`src/rtl/spi_pin_pkg.sv`:
```
package spi_pin_pkg;

	// Data path geometry.
	localparam int DATA_W = 8;
	localparam int FIFO_DEPTH = 8;
	localparam logic [2:0] BIT_LAST = 3'h7;

	// Serial clock timing produced in master role.
	localparam int CORE_CLK_MHZ = 100;
	localparam int SCK_HALF_NS = 80;
	localparam int SCK_HALF_CYCLES = (SCK_HALF_NS * CORE_CLK_MHZ + 999) / 1000;
	localparam int DIV_W = 4;
	localparam logic [DIV_W-1:0] DIV_LAST = DIV_W'(SCK_HALF_CYCLES - 1);
	localparam logic [DIV_W-1:0] DIV_RESET = 4'h0;

	// Reset values of the pin synchronisers and the idle level of the select line.
	localparam logic PIN_RESET = 1'b0;
	localparam logic SELECT_IDLE = 1'b1;

	typedef enum logic [1:0] {
		MST_IDLE,
		MST_LOW,
		MST_HIGH
	} mst_state_t;

endpackage

```
`src/rtl/byte_fifo_if.sv`:
```
`timescale 1ns/100ps
interface byte_fifo_if #(
	parameter int WIDTH = 8
);
	logic [WIDTH-1:0] in_data;
	logic in_valid;
	logic in_ready;
	logic [WIDTH-1:0] out_data;
	logic out_valid;
	logic out_ready;

	modport filler (output in_data, output in_valid, input in_ready);
	modport store (input in_data, input in_valid, output in_ready,
		output out_data, output out_valid, input out_ready);
	modport drainer (input out_data, input out_valid, output out_ready);
endinterface

```
`src/rtl/byte_fifo.sv`:
```
`timescale 1ns/100ps
module byte_fifo #(
	parameter int WIDTH = 8,
	parameter int DEPTH = 8
) (
	// Clock and reset.
	input wire logic i_core_clk,
	input wire logic i_reset,
	// Both faces of the buffer.
	byte_fifo_if.store port
);
	localparam int PTR_W = $clog2(DEPTH);
	localparam int CNT_W = $clog2(DEPTH + 1);
	localparam logic [CNT_W-1:0] CNT_FULL = CNT_W'(DEPTH);
	localparam logic [PTR_W-1:0] PTR_LAST = PTR_W'(DEPTH - 1);

	typedef struct packed {
		logic [DEPTH-1:0][WIDTH-1:0] mem;
		logic [PTR_W-1:0] wr;
		logic [PTR_W-1:0] rd;
		logic [CNT_W-1:0] count;
	} fifo_state_t;

	fifo_state_t r;
	fifo_state_t next_r;
	logic do_push;
	logic do_pop;

	// Full and empty come straight from the occupancy count.
	assign port.in_ready = (r.count != CNT_FULL);
	assign port.out_valid = (r.count != '0);
	assign port.out_data = r.mem[r.rd];
	assign do_push = port.in_valid & port.in_ready;
	assign do_pop = port.out_valid & port.out_ready;

	// Pointers wrap explicitly so a depth that is not a power of two still works.
	always_comb begin
		next_r = r;
		if (do_push) begin
			next_r.mem[r.wr] = port.in_data;
			next_r.wr = (r.wr == PTR_LAST) ? '0 : r.wr + 1'b1;
		end
		if (do_pop) begin
			next_r.rd = (r.rd == PTR_LAST) ? '0 : r.rd + 1'b1;
		end
		if (do_push && !do_pop) begin
			next_r.count = r.count + 1'b1;
		end else if (do_pop && !do_push) begin
			next_r.count = r.count - 1'b1;
		end
	end

	// State register.
	always_ff @(posedge i_core_clk or posedge i_reset) begin
		if (i_reset) begin
			r <= '0;
		end else begin
			r <= next_r;
		end
	end
endmodule

```
`src/rtl/spi_pin_modes.sv`:
```
// Functional notes
// - Enabled with role select high, the port is master and in normal mode sends on MOSI and receives on MISO.
// - As a bidirectional master only MOSI carries data and MISO is left alone unless a mode fault occurs.
// - In bidirectional mode the shared pin drives shift data when its output enable is set and always feeds the shift input.
// - The serial clock pin is driven in master role and only read in slave role.
// - Slave select may be driven as master but is always an input as slave.
// - Bidirectional mode does not change how serial clock and slave select behave.
// - The mode fault is the only error this block reports.
// - As master with fault detection on, a low slave select sets the fault flag.
// - A mode fault drops the port into slave role, so a bidirectional port moves onto MISO.
// - As master with fault detection off, slave select is ignored and the fault flag stays clear.
`timescale 1ns/100ps
module spi_pin_modes (
	// Clock and reset.
	input wire logic i_core_clk,
	input wire logic i_reset,
	// Control bits.
	input wire logic i_port_enable_bit,
	input wire logic i_role_select,
	input wire logic i_pin_config_bit,
	input wire logic i_shared_pin_output_enable,
	input wire logic i_fault_detect_enable,
	input wire logic i_select_output_enable,
	input wire logic i_fault_clear,
	// Status bits.
	output logic o_fault_flag,
	output logic o_master_active,
	// Transmit byte handshake.
	input wire logic [spi_pin_pkg::DATA_W-1:0] i_tx_data,
	input wire logic i_tx_valid,
	output logic o_tx_ready,
	// Received byte stream out of the buffer.
	output logic [spi_pin_pkg::DATA_W-1:0] o_rx_data,
	output logic o_rx_valid,
	input wire logic i_rx_ready,
	// MOSI pin.
	input wire logic i_mosi,
	output logic o_mosi,
	output logic o_mosi_oe,
	// MISO pin.
	input wire logic i_miso,
	output logic o_miso,
	output logic o_miso_oe,
	// Serial clock pin.
	input wire logic i_sck,
	output logic o_sck,
	output logic o_sck_oe,
	// Slave select pin, active low on the wire.
	input wire logic i_select_n,
	output logic o_select_n,
	output logic o_select_n_oe
);
	import spi_pin_pkg::*;

	typedef struct packed {
		logic mosi_s1;
		logic mosi_s2;
		logic miso_s1;
		logic miso_s2;
		logic sck_s1;
		logic sck_s2;
		logic sck_d;
		logic sel_s1;
		logic sel_s2;
		logic sel_d;
		logic fault;
		mst_state_t mst;
		logic [DIV_W-1:0] div;
		logic [2:0] bit_cnt;
		logic [DATA_W-1:0] shift;
		logic [DATA_W-1:0] rx;
		logic sck_out;
		logic push;
		logic [DATA_W-1:0] push_data;
	} pin_state_t;

	localparam pin_state_t STATE_RESET = '{
		mosi_s1: PIN_RESET, mosi_s2: PIN_RESET, miso_s1: PIN_RESET, miso_s2: PIN_RESET,
		sck_s1: PIN_RESET, sck_s2: PIN_RESET, sck_d: PIN_RESET,
		sel_s1: SELECT_IDLE, sel_s2: SELECT_IDLE, sel_d: SELECT_IDLE,
		fault: 1'b0, mst: MST_IDLE, div: DIV_RESET, bit_cnt: 3'h0,
		shift: 8'h00, rx: 8'h00, sck_out: 1'b0, push: 1'b0, push_data: 8'h00
	};

	pin_state_t r;
	pin_state_t next_r;
	logic master_req;
	logic master;
	logic slave;
	logic fault_set;
	logic serial_in;
	logic sel_fall;
	logic sck_rise;
	logic sck_fall;
	logic selected;
	logic mst_start;

	byte_fifo_if #(.WIDTH(DATA_W)) rx_path ();

	// Role resolution: a latched fault overrides the role select.
	assign master_req = i_port_enable_bit & i_role_select;
	assign master = master_req & ~r.fault;
	assign slave = i_port_enable_bit & ~master;

	// Only a low select seen while master with detection on is an error; nothing else is flagged.
	assign fault_set = master & i_fault_detect_enable & ~r.sel_s2;

	// Pick the serial input pin from role and pin mode.
	always_comb begin
		if (i_pin_config_bit) begin
			serial_in = master ? r.mosi_s2 : r.miso_s2;
		end else begin
			serial_in = master ? r.miso_s2 : r.mosi_s2;
		end
	end

	// Edges of the synchronised link clock and select line.
	assign sel_fall = r.sel_d & ~r.sel_s2;
	assign sck_rise = r.sck_s2 & ~r.sck_d;
	assign sck_fall = r.sck_d & ~r.sck_s2;
	assign selected = slave & ~r.sel_s2;
	assign mst_start = i_tx_valid & o_tx_ready & master;

	// A master only starts when the buffer has room, so its byte is never dropped.
	assign o_tx_ready = (master & (r.mst == MST_IDLE) & rx_path.in_ready & ~r.push)
		| (slave & sel_fall);

	always_comb begin
		next_r = r;
		// Two flip-flops on every pin before any logic looks at it.
		next_r.mosi_s1 = i_mosi;
		next_r.mosi_s2 = r.mosi_s1;
		next_r.miso_s1 = i_miso;
		next_r.miso_s2 = r.miso_s1;
		next_r.sck_s1 = i_sck;
		next_r.sck_s2 = r.sck_s1;
		next_r.sck_d = r.sck_s2;
		next_r.sel_s1 = i_select_n;
		next_r.sel_s2 = r.sel_s1;
		next_r.sel_d = r.sel_s2;
		next_r.push = 1'b0;

		// Set wins over the software clear; detection off as master holds the flag clear.
		if (fault_set) begin
			next_r.fault = 1'b1;
		end else if (i_fault_clear || (master_req && !i_fault_detect_enable)) begin
			next_r.fault = 1'b0;
		end

		if (master) begin
			case (r.mst)
				MST_IDLE: begin
					next_r.sck_out = 1'b0;
					if (mst_start) begin
						next_r.shift = i_tx_data;
						next_r.bit_cnt = 3'h0;
						next_r.div = DIV_RESET;
						next_r.mst = MST_LOW;
					end
				end
				MST_LOW: begin
					next_r.div = r.div + 1'b1;
					if (r.div == DIV_LAST) begin
						next_r.div = DIV_RESET;
						next_r.sck_out = 1'b1;
						next_r.rx = {r.rx[DATA_W-2:0], serial_in};
						next_r.mst = MST_HIGH;
					end
				end
				MST_HIGH: begin
					next_r.div = r.div + 1'b1;
					if (r.div == DIV_LAST) begin
						next_r.div = DIV_RESET;
						next_r.sck_out = 1'b0;
						if (r.bit_cnt == BIT_LAST) begin
							next_r.push = 1'b1;
							next_r.push_data = r.rx;
							next_r.mst = MST_IDLE;
						end else begin
							next_r.shift = {r.shift[DATA_W-2:0], 1'b0};
							next_r.bit_cnt = r.bit_cnt + 1'b1;
							next_r.mst = MST_LOW;
						end
					end
				end
				default: begin
					next_r.mst = MST_IDLE;
				end
			endcase
		end else begin
			// Losing master role aborts any byte in flight.
			next_r.mst = MST_IDLE;
			next_r.sck_out = 1'b0;
			next_r.div = DIV_RESET;
			if (!selected) begin
				next_r.bit_cnt = 3'h0;
			end
			if (slave && sel_fall) begin
				next_r.shift = i_tx_valid ? i_tx_data : 8'h00;
				next_r.bit_cnt = 3'h0;
			end else if (selected && sck_rise) begin
				next_r.rx = {r.rx[DATA_W-2:0], serial_in};
				// A slave cannot stall its master; a byte that meets a full buffer is lost.
				if (r.bit_cnt == BIT_LAST && rx_path.in_ready) begin
					next_r.push = 1'b1;
					next_r.push_data = {r.rx[DATA_W-2:0], serial_in};
				end
			end else if (selected && sck_fall) begin
				next_r.shift = {r.shift[DATA_W-2:0], 1'b0};
				next_r.bit_cnt = r.bit_cnt + 1'b1;
			end
		end
	end

	// State register.
	always_ff @(posedge i_core_clk or posedge i_reset) begin
		if (i_reset) begin
			r <= STATE_RESET;
		end else begin
			r <= next_r;
		end
	end

	// Received bytes queue here until the user drains them.
	byte_fifo #(.WIDTH(DATA_W), .DEPTH(FIFO_DEPTH)) rx_buffer (
		.i_core_clk(i_core_clk),
		.i_reset(i_reset),
		.port(rx_path.store)
	);

	assign rx_path.in_valid = r.push;
	assign rx_path.in_data = r.push_data;
	assign rx_path.out_ready = i_rx_ready;
	assign o_rx_data = rx_path.out_data;
	assign o_rx_valid = rx_path.out_valid;

	// Data pin drivers; both carry the shift register's top bit.
	assign o_mosi = r.shift[DATA_W-1];
	assign o_miso = r.shift[DATA_W-1];
	always_comb begin
		o_mosi_oe = 1'b0;
		o_miso_oe = 1'b0;
		if (i_pin_config_bit) begin
			o_mosi_oe = master & i_shared_pin_output_enable;
			o_miso_oe = selected & i_shared_pin_output_enable;
		end else begin
			o_mosi_oe = master;
			o_miso_oe = selected;
		end
	end

	// Clock and select directions ignore the pin mode entirely.
	assign o_sck = r.sck_out;
	assign o_sck_oe = master;
	assign o_select_n = (r.mst == MST_IDLE);
	// Driving select is only allowed with detection off, so our own drive never faults us.
	assign o_select_n_oe = master & i_select_output_enable & ~i_fault_detect_enable;

	// Status.
	assign o_fault_flag = r.fault;
	assign o_master_active = master;
endmodule

```
`config.mk`:
```
export PLATFORM = sky130hd
export DESIGN_NAME = spi_pin_modes
export DESIGN_NICKNAME = d
export VERILOG_FILES = /design/src/rtl/spi_pin_pkg.sv /design/src/rtl/byte_fifo_if.sv /design/src/rtl/byte_fifo.sv /design/src/rtl/spi_pin_modes.sv
export SDC_FILE = /design/constraint.sdc
export NUM_CORES = 1
export LEC_CHECK = 0
export ABC_AREA = 1
export BUFFER_PORTS_ARGS = -buffer_cell sky130_fd_sc_hd__buf_2
export CORE_ASPECT_RATIO = 0.8
export CORE_UTILIZATION = 33
export DETAILED_ROUTE_END_ITERATION = 10
export GPL_TIMING_DRIVEN = 0
export SETUP_SLACK_MARGIN = 0.2
export SYNTH_ARGS = -nofsm -noshare
export SYNTH_HDL_FRONTEND = slang
export SYNTH_SLANG_ARGS = --single-unit
```
`constraint.sdc`:
```
create_clock -name i_core_clk -period 4 [get_ports i_core_clk]
set_input_delay 0.8 -clock i_core_clk [delete_from_list [all_inputs] [get_ports i_core_clk]]
set_output_delay 0.8 -clock i_core_clk [all_outputs]
set_load 0.02 [all_outputs]
```
==> results of run 1 <==
==> final cells by class <==
class	instances	area, µm²	share of cell area (%)
multi-input cells	531	2718	37.49
repair buffers	44	265.3	3.660
plain buffers	31	162.7	2.244
clock buffers	19	452.9	6.249
flip-flops and latches	120	3007	41.48
clock inverters	12	141.4	1.951
well taps	230	287.8	3.970
inverters	56	214.0	2.952
==> cells in the mapped netlist (3+ instances only) <==
cell and count:
buf_6 4, xnor2_1 3, inv_2 5, dfstp_2 3, nand2_1 216, nand4_4 3
o21ai_0 98, clkbuf_1 15, nand3_1 30, inv_1 50, nor2_4 7, buf_2 7
nand4_1 21, buf_1 3, nand2_2 5, ha_1 14, nor3_1 3, o21ai_1 15
dfrtp_1 117, o32ai_1 16, nor2_1 69, a21oi_1 11, nand2_4 3
==> final timing paths <==
kind	startpoint	end	slack, ns	depth (start not counted)
min in group asynchronous	i_reset	r[32]	0.43	2
worst max register to register	rx_buffer.r[1]	rx_buffer.r[3]	1.72	13
max in group asynchronous	i_reset	rx_buffer.r[27]	2.52	5
worst min register to register	next_r[42]	r[42]	0.35	0
worst max-delay path	rx_buffer.r[4]	o_rx_data[3]	0.78	7
worst min-delay path	next_r[42]	r[42]	0.35	0
==> power breakdown <==
part	total (mW)	switching, mW	internal [mW]
logic	1.04	0.703	0.341
clock network	1.54	0.582	0.955
registers	1.38	0.0811	1.30
==> logic make-up after synthesis <==
logic type	Yosys count	synth area share (%)
flip-flops	120	49.31
XOR/XNOR	5	0.7184
AO/OA/AOI/OAI	146	13.28
AND/OR/NAND/NOR	365	27.38
adder cells (fa/ha/maj)	15	3.201
buffers and inverters	87	6.115
==> per-stage QoR <==
| stage | setup WS, ns | utilization, % | std cells |
|---|---|---|---|
| finish | 0.7794 | 40.02 | 1043 |
| global route | 0.6133 | 40.02 | 1043 |
| CTS | 0.8029 | 40.02 | 1043 |
| detailed placement | 1.241 | 36.74 | 1012 |
| global placement | 0.8216 | 36.41 | 1009 |
| floorplan | 1.481 | - | 738 |
==> flip-flops by register name, indices dropped and copies added (netlist names) <==
signal / count
o_miso: 1
r: 28
o_sck: 1
next_r: 6
rx_buffer.r: 74
rx_path.in_valid: 1
rx_path.in_data: 8
o_fault_flag: 1
==> routing by layer <==
layer	up-vias	track usage, %	share of wire (%)
li1	2566	-	-
met1	2436	25.40	51
met2	154	25.17	42
met3	11	4.732	6.3
met4	0	4.125	0.72
met5	-	0	0
==> worst max-delay path, stage by stage (launching register included) <==
cell and delay, ns:
dfrtp_1 0.35, clkbuf_1 0.34, clkbuf_1 0.51, nor2_1 0.10, o32ai_1 0.34, nand2_1 0.12
nand2_1 0.08, buf_2 0.15
==> impl_metrics.json, run 1 <==
{
  "outcome": "complete, no violations",
  "place.detailed.hpwl_mm": 10.81,
  "endpoint_kind": "output port",
  "track_usage_pct": 17.33,
  "final.setup_skew_ns": 0.01017,
  "drcViolationCount": 0,
  "top_cells_by_area_in_the_synthesized_netlist": "dfrtp_1 48%, nand2_1 13%, o21ai_0 8.0%, nor2_1 4.2%, inv_1 3.1%",
  "rows": 44,
  "async_flop_share_pct": 100.0,
  "netlist.top_cell.by_area": "dfrtp_1",
  "antennaDiodeCount": 0,
  "global_route_wire_length_before_repair_mm": 25.63,
  "quantity_of_hold_fixing_buffers_added_after_cts": 0,
  "worstMarginPinSlew_ns": 0.6392,
  "postSynthNetCount": 776,
  "post_cts_setup_repair_buffer_count": 0,
  "design.portCount": 43,
  "cap_violations": 0,
  "fraction_of_final_layout_cells_with_drive_strength_greater_than_1_pct": 15.38,
  "report.final.hold_viol_count": 0,
  "finalNetCount": 839,
  "die_y_um": 123.6,
  "post_synth.cell_area_avg_um2": 8.262,
  "maxClockFrequency_mhz": 310.5,
  "dieArea_um2": 19030,
  "leading_cell_types_in_the_layout_fill_and_taps_excluded": "216 x nand2_1, 117 x dfrtp_1, 98 x o21ai_0, 69 x nor2_1, 49 x inv_1",
  "cts.root.buffer_cell": "clkbuf_16",
  "insertion_delay_ns": 0.42,
  "clkSinkCount": 120,
  "route.detailed.wl_per_inst_um": 14.55,
  "worst_slew_margin_rel_pct": 57.39,
  "grt_setup_unrepaired": "no",
  "htree_num_levels": 4,
  "ctsResizeCount": 0,
  "p_leak_nw": 3.479,
  "critical_path_class": "reg2out",
  "firstDrtPassIters": 5,
  "synth.yosys.warnings": 0,
  "drt_wl_total_mm": 15.18,
  "route.antenna.remaining_nets": 0,
  "postPlaceCellArea_um2": 6654,
  "via_count": 5167,
  "syn-instance-count": 738,
  "power.density_nw_per_um2": 546.5,
  "n_fill_cell": 1785,
  "placement.io_buffers": 41,
  "critical_path_arrival_ns": 2.42,
  "yosys_register_bits": 120,
  "clock_tree_buf_depth": 2,
  "grt_antenna_before_repair": 0,
  "overflow": 0,
  "timing.setup.tns_ns": 0,
  "finish.instance_area_um2": 7248,
  "worst_path_required_ns": 3.20,
  "cts-buffers-inserted": 17,
  "place_congestion": 0.8066,
  "timing.critical_path.fanout_max": 10,
  "violation_count_after_the_first_detailed_route_iteration": 507,
  "report.final.slew_viol_count": 0,
  "clock_pin_slew_worst_setup_and_hold_paths_ns": 0.06,
  "vias_per_cell": 4.954,
  "netlist-cell-type-count": 38,
  "synth_area_um2": 6097,
  "worst_setup_path_start_kind": "flop",
  "floorplan.die.width_um": 154.0,
  "ir_drop_v": 0.0004206,
  "area_growth_syn_to_layout_pct": 18.88,
  "layout.cells.most_common": "nand2_1",
  "grt_max_degree": 40,
  "post_synth_edffs": 0,
  "final.hold.worst_slack_ns": 0.3504,
  "vias_in_the_first_global_route": 4973,
  "yosys.area.top_type_share_pct": 48.02,
  "core_region_area_um2": 18110,
  "synthFlopType": "dfrtp_1",
  "tritoncts": "yes",
  "hold_class": "reg2reg",
  "final_min_period_over_clock_period_pct": 80.52,
  "synth_sequential_area_ratio_pct": 49.31,
  "total_power_mw": 3.961,
  "start_util_pct": 33.66,
  "period_minus_slack_ns": 3.221,
  "timing.final.setup_violations": 0
}
Power figures use the tool's default switching activity.
==> run 2, diff against run 1 <==
==> constraint.sdc (replaced) <==
create_clock -name i_core_clk -period 2.7 [get_ports i_core_clk]
set_input_delay 0.54 -clock i_core_clk [delete_from_list [all_inputs] [get_ports i_core_clk]]
set_output_delay 0.54 -clock i_core_clk [all_outputs]
set_load 0.02 [all_outputs]
==> run 2 against run 1 <==
Core utilization up 0.55 points; first-iteration DRC count down 7.3%; register-to-register slack worse by 1.3 ns; clock-buffer cell count unchanged.
==> impl_metrics.json, run 2 (synthesis results as in run 1) <==
{
  "grt_setup_unrepaired": "no",
  "design.portCount": 43,
  "insertion_delay_ns": 0.42,
  "finalNetCount": 839,
  "timing.critical_path.fanout_max": 10,
  "firstDrtPassIters": 5,
  "vias_per_cell": 4.971,
  "timing.final.ws_setup_ns": 0.2683,
  "area_growth_syn_to_layout_pct": 20.52,
  "worst_setup_path_start_kind": "flop",
  "drt_wl_total_mm": 15.29,
  "power.density_nw_per_um2": 821.8,
  "die_y_um": 123.6,
  "dieArea_um2": 19030,
  "rr_worst_depth": 13,
  "post_cts_setup_repair_buffer_count": 0,
  "quantity_of_hold_fixing_buffers_added_after_cts": 0,
  "cts.root.buffer_cell": "clkbuf_16",
  "hold_class": "in2async",
  "tritoncts": "yes",
  "share_clk_of_total_power_pct": 37.8,
  "clkSinkCount": 120,
  "cts-buffers-inserted": 17,
  "fraction_of_final_layout_cells_with_drive_strength_greater_than_1_pct": 17.59,
  "switching_power_mw": 2.076,
  "worstMarginPinSlew_ns": 0.5545,
  "internal-power_mw": 3.963,
  "route.antenna.remaining_nets": 0,
  "floorplan.die.width_um": 154.0,
  "start_util_pct": 33.66,
  "antennaDiodeCount": 0,
  "endpoint_of_the_lowest_slack_register_to_register_path": "rx_buffer.r[3]",
  "combinationalPowerShare_pct": 28.4,
  "setup.reg_to_reg.worst_slack_ns": 0.42,
  "critical_path_arrival_ns": 1.89,
  "endpoint_kind": "output port",
  "fraction_of_power_spent_switching_nets_pct": 34.38,
  "drcViolationCount": 0,
  "vias_in_the_first_global_route": 4995,
  "largest_register": "rx_buffer.r",
  "placement.io_buffers": 41,
  "leading_cell_types_in_the_layout_fill_and_taps_excluded": "216 x nand2_1, 116 x dfrtp_1, 97 x o21ai_0, 69 x nor2_1, 48 x inv_1",
  "clock_tree_buf_depth": 2,
  "place.detailed.hpwl_mm": 10.81,
  "period_minus_slack_ns": 2.432,
  "grt_antenna_before_repair": 0,
  "finish.cell_count_without_fillers": 1043,
  "report.final.hold_viol_count": 0,
  "overflow": 0,
  "timing.setup.tns_ns": 0,
  "largest_reg_flops": 74,
  "rows": 44,
  "track_usage_pct": 17.38,
  "final.setup_skew_ns": 0.01062,
  "post_placement_setup_slack_ns": 0.2219,
  "report.final.slew_viol_count": 0,
  "core_region_area_um2": 18110,
  "cap_violations": 0,
  "final_min_period_over_clock_period_pct": 90.06,
  "layout.cells.most_common": "nand2_1",
  "grt_max_degree": 40,
  "clock_pin_slew_worst_setup_and_hold_paths_ns": 0.06,
  "timing.final.setup_violations": 0,
  "htree_num_levels": 4,
  "critical_path_class": "reg2out",
  "place_inst": 1012,
  "route.detailed.wl_per_inst_um": 14.66,
  "r2r_start": "rx_buffer.r[1]",
  "p_leak_nw": 3.535,
  "outcome": "complete, no violations",
  "violation_count_after_the_first_detailed_route_iteration": 470,
  "worst_slew_margin_rel_pct": 63.03,
  "worst_path_required_ns": 2.16,
  "utilization_pct": 40.57,
  "via_count": 5185,
  "seq_power_share_pct": 33.9,
  "ir_drop_v": 0.0006220,
  "maxClockFrequency_mhz": 411.2,
  "place_congestion": 0.8066,
  "global_route_wire_length_before_repair_mm": 25.68
}
## run 2: cell type report
class                           instances  area [µm²]
Clock buffer                           19       452.9
Buffer                                 31       211.5
Clock inverter                         12       141.4
Inverter                               56       216.5
Fill cell                            1769       10760
Tap cell                              230       287.8
Sequential cell                       120        3008
Multi-Input combinational cell        531        2763
Timing Repair Buffer                   44       267.8
## run 2: worst max path at each step
| stage | from | to | slack [ns] | cells past startpoint |
|---|---|---|---|---|
| after floorplan | rx_buffer.r[1] | rx_buffer.r[3] | 0.65 | 13 |
| after global placement | i_reset | rx_buffer.r[66] | -0.22 | 2 |
| after detailed placement | rx_buffer.r[4] | o_rx_data[5] | 0.22 | 8 |
| after CTS | rx_buffer.r[4] | o_rx_data[5] | 0.20 | 8 |
| after global routing | rx_buffer.r[4] | o_rx_data[3] | 0.17 | 7 |
| final | rx_buffer.r[5] | o_rx_data[1] | 0.27 | 5 |
## run 2: power by group through the flow
stage | Clock (mW) | Sequential, mW | Combinational [mW]
2_1_floorplan | 0 | 2.04 | 1.07
3_3_place_gp | 0 | 2.07 | 1.53
3_5_place_dp | 0 | 2.07 | 1.54
4_1_cts | 2.32 | 2.04 | 1.60
5_1_grt | 2.40 | 2.06 | 1.90
6_report | 2.28 | 2.04 | 1.71
## run 2: repair_timing
action / in CTS / in global routing
hold endpoints to repair: 0 / 0
resized for setup: 18 / 18
pin swaps: 0 / 1
setup endpoints to repair: 8 / 8
## run 2: routing by layer
metal	share of wire (%)	track usage, %	up-vias
met1	51	25.53	2470
met3	5.8	4.593	9
li1	-	-	2568
met5	0	0	-
met2	42	25.23	138
met4	0.67	4.250	0
## run 2: through the flow
step	total power, mW	cell area [µm²]	hold slack [ns]
6_report	6.038	7348	0.1669
3_5_place_dp	3.608	6654	0.3394
4_1_cts	5.963	7283	0.1820
2_1_floorplan	3.112	6101	0.3312
3_3_place_gp	3.593	6594	0.3398
5_1_grt	6.361	7348	0.2005
## run 2: critical path, cell delays in order (launching register included)
cell	delay (ns)
dfrtp_2	0.48
clkbuf_2	0.29
o32ai_1	0.35
nand2_1	0.09
nand2_1	0.10
buf_2	0.17
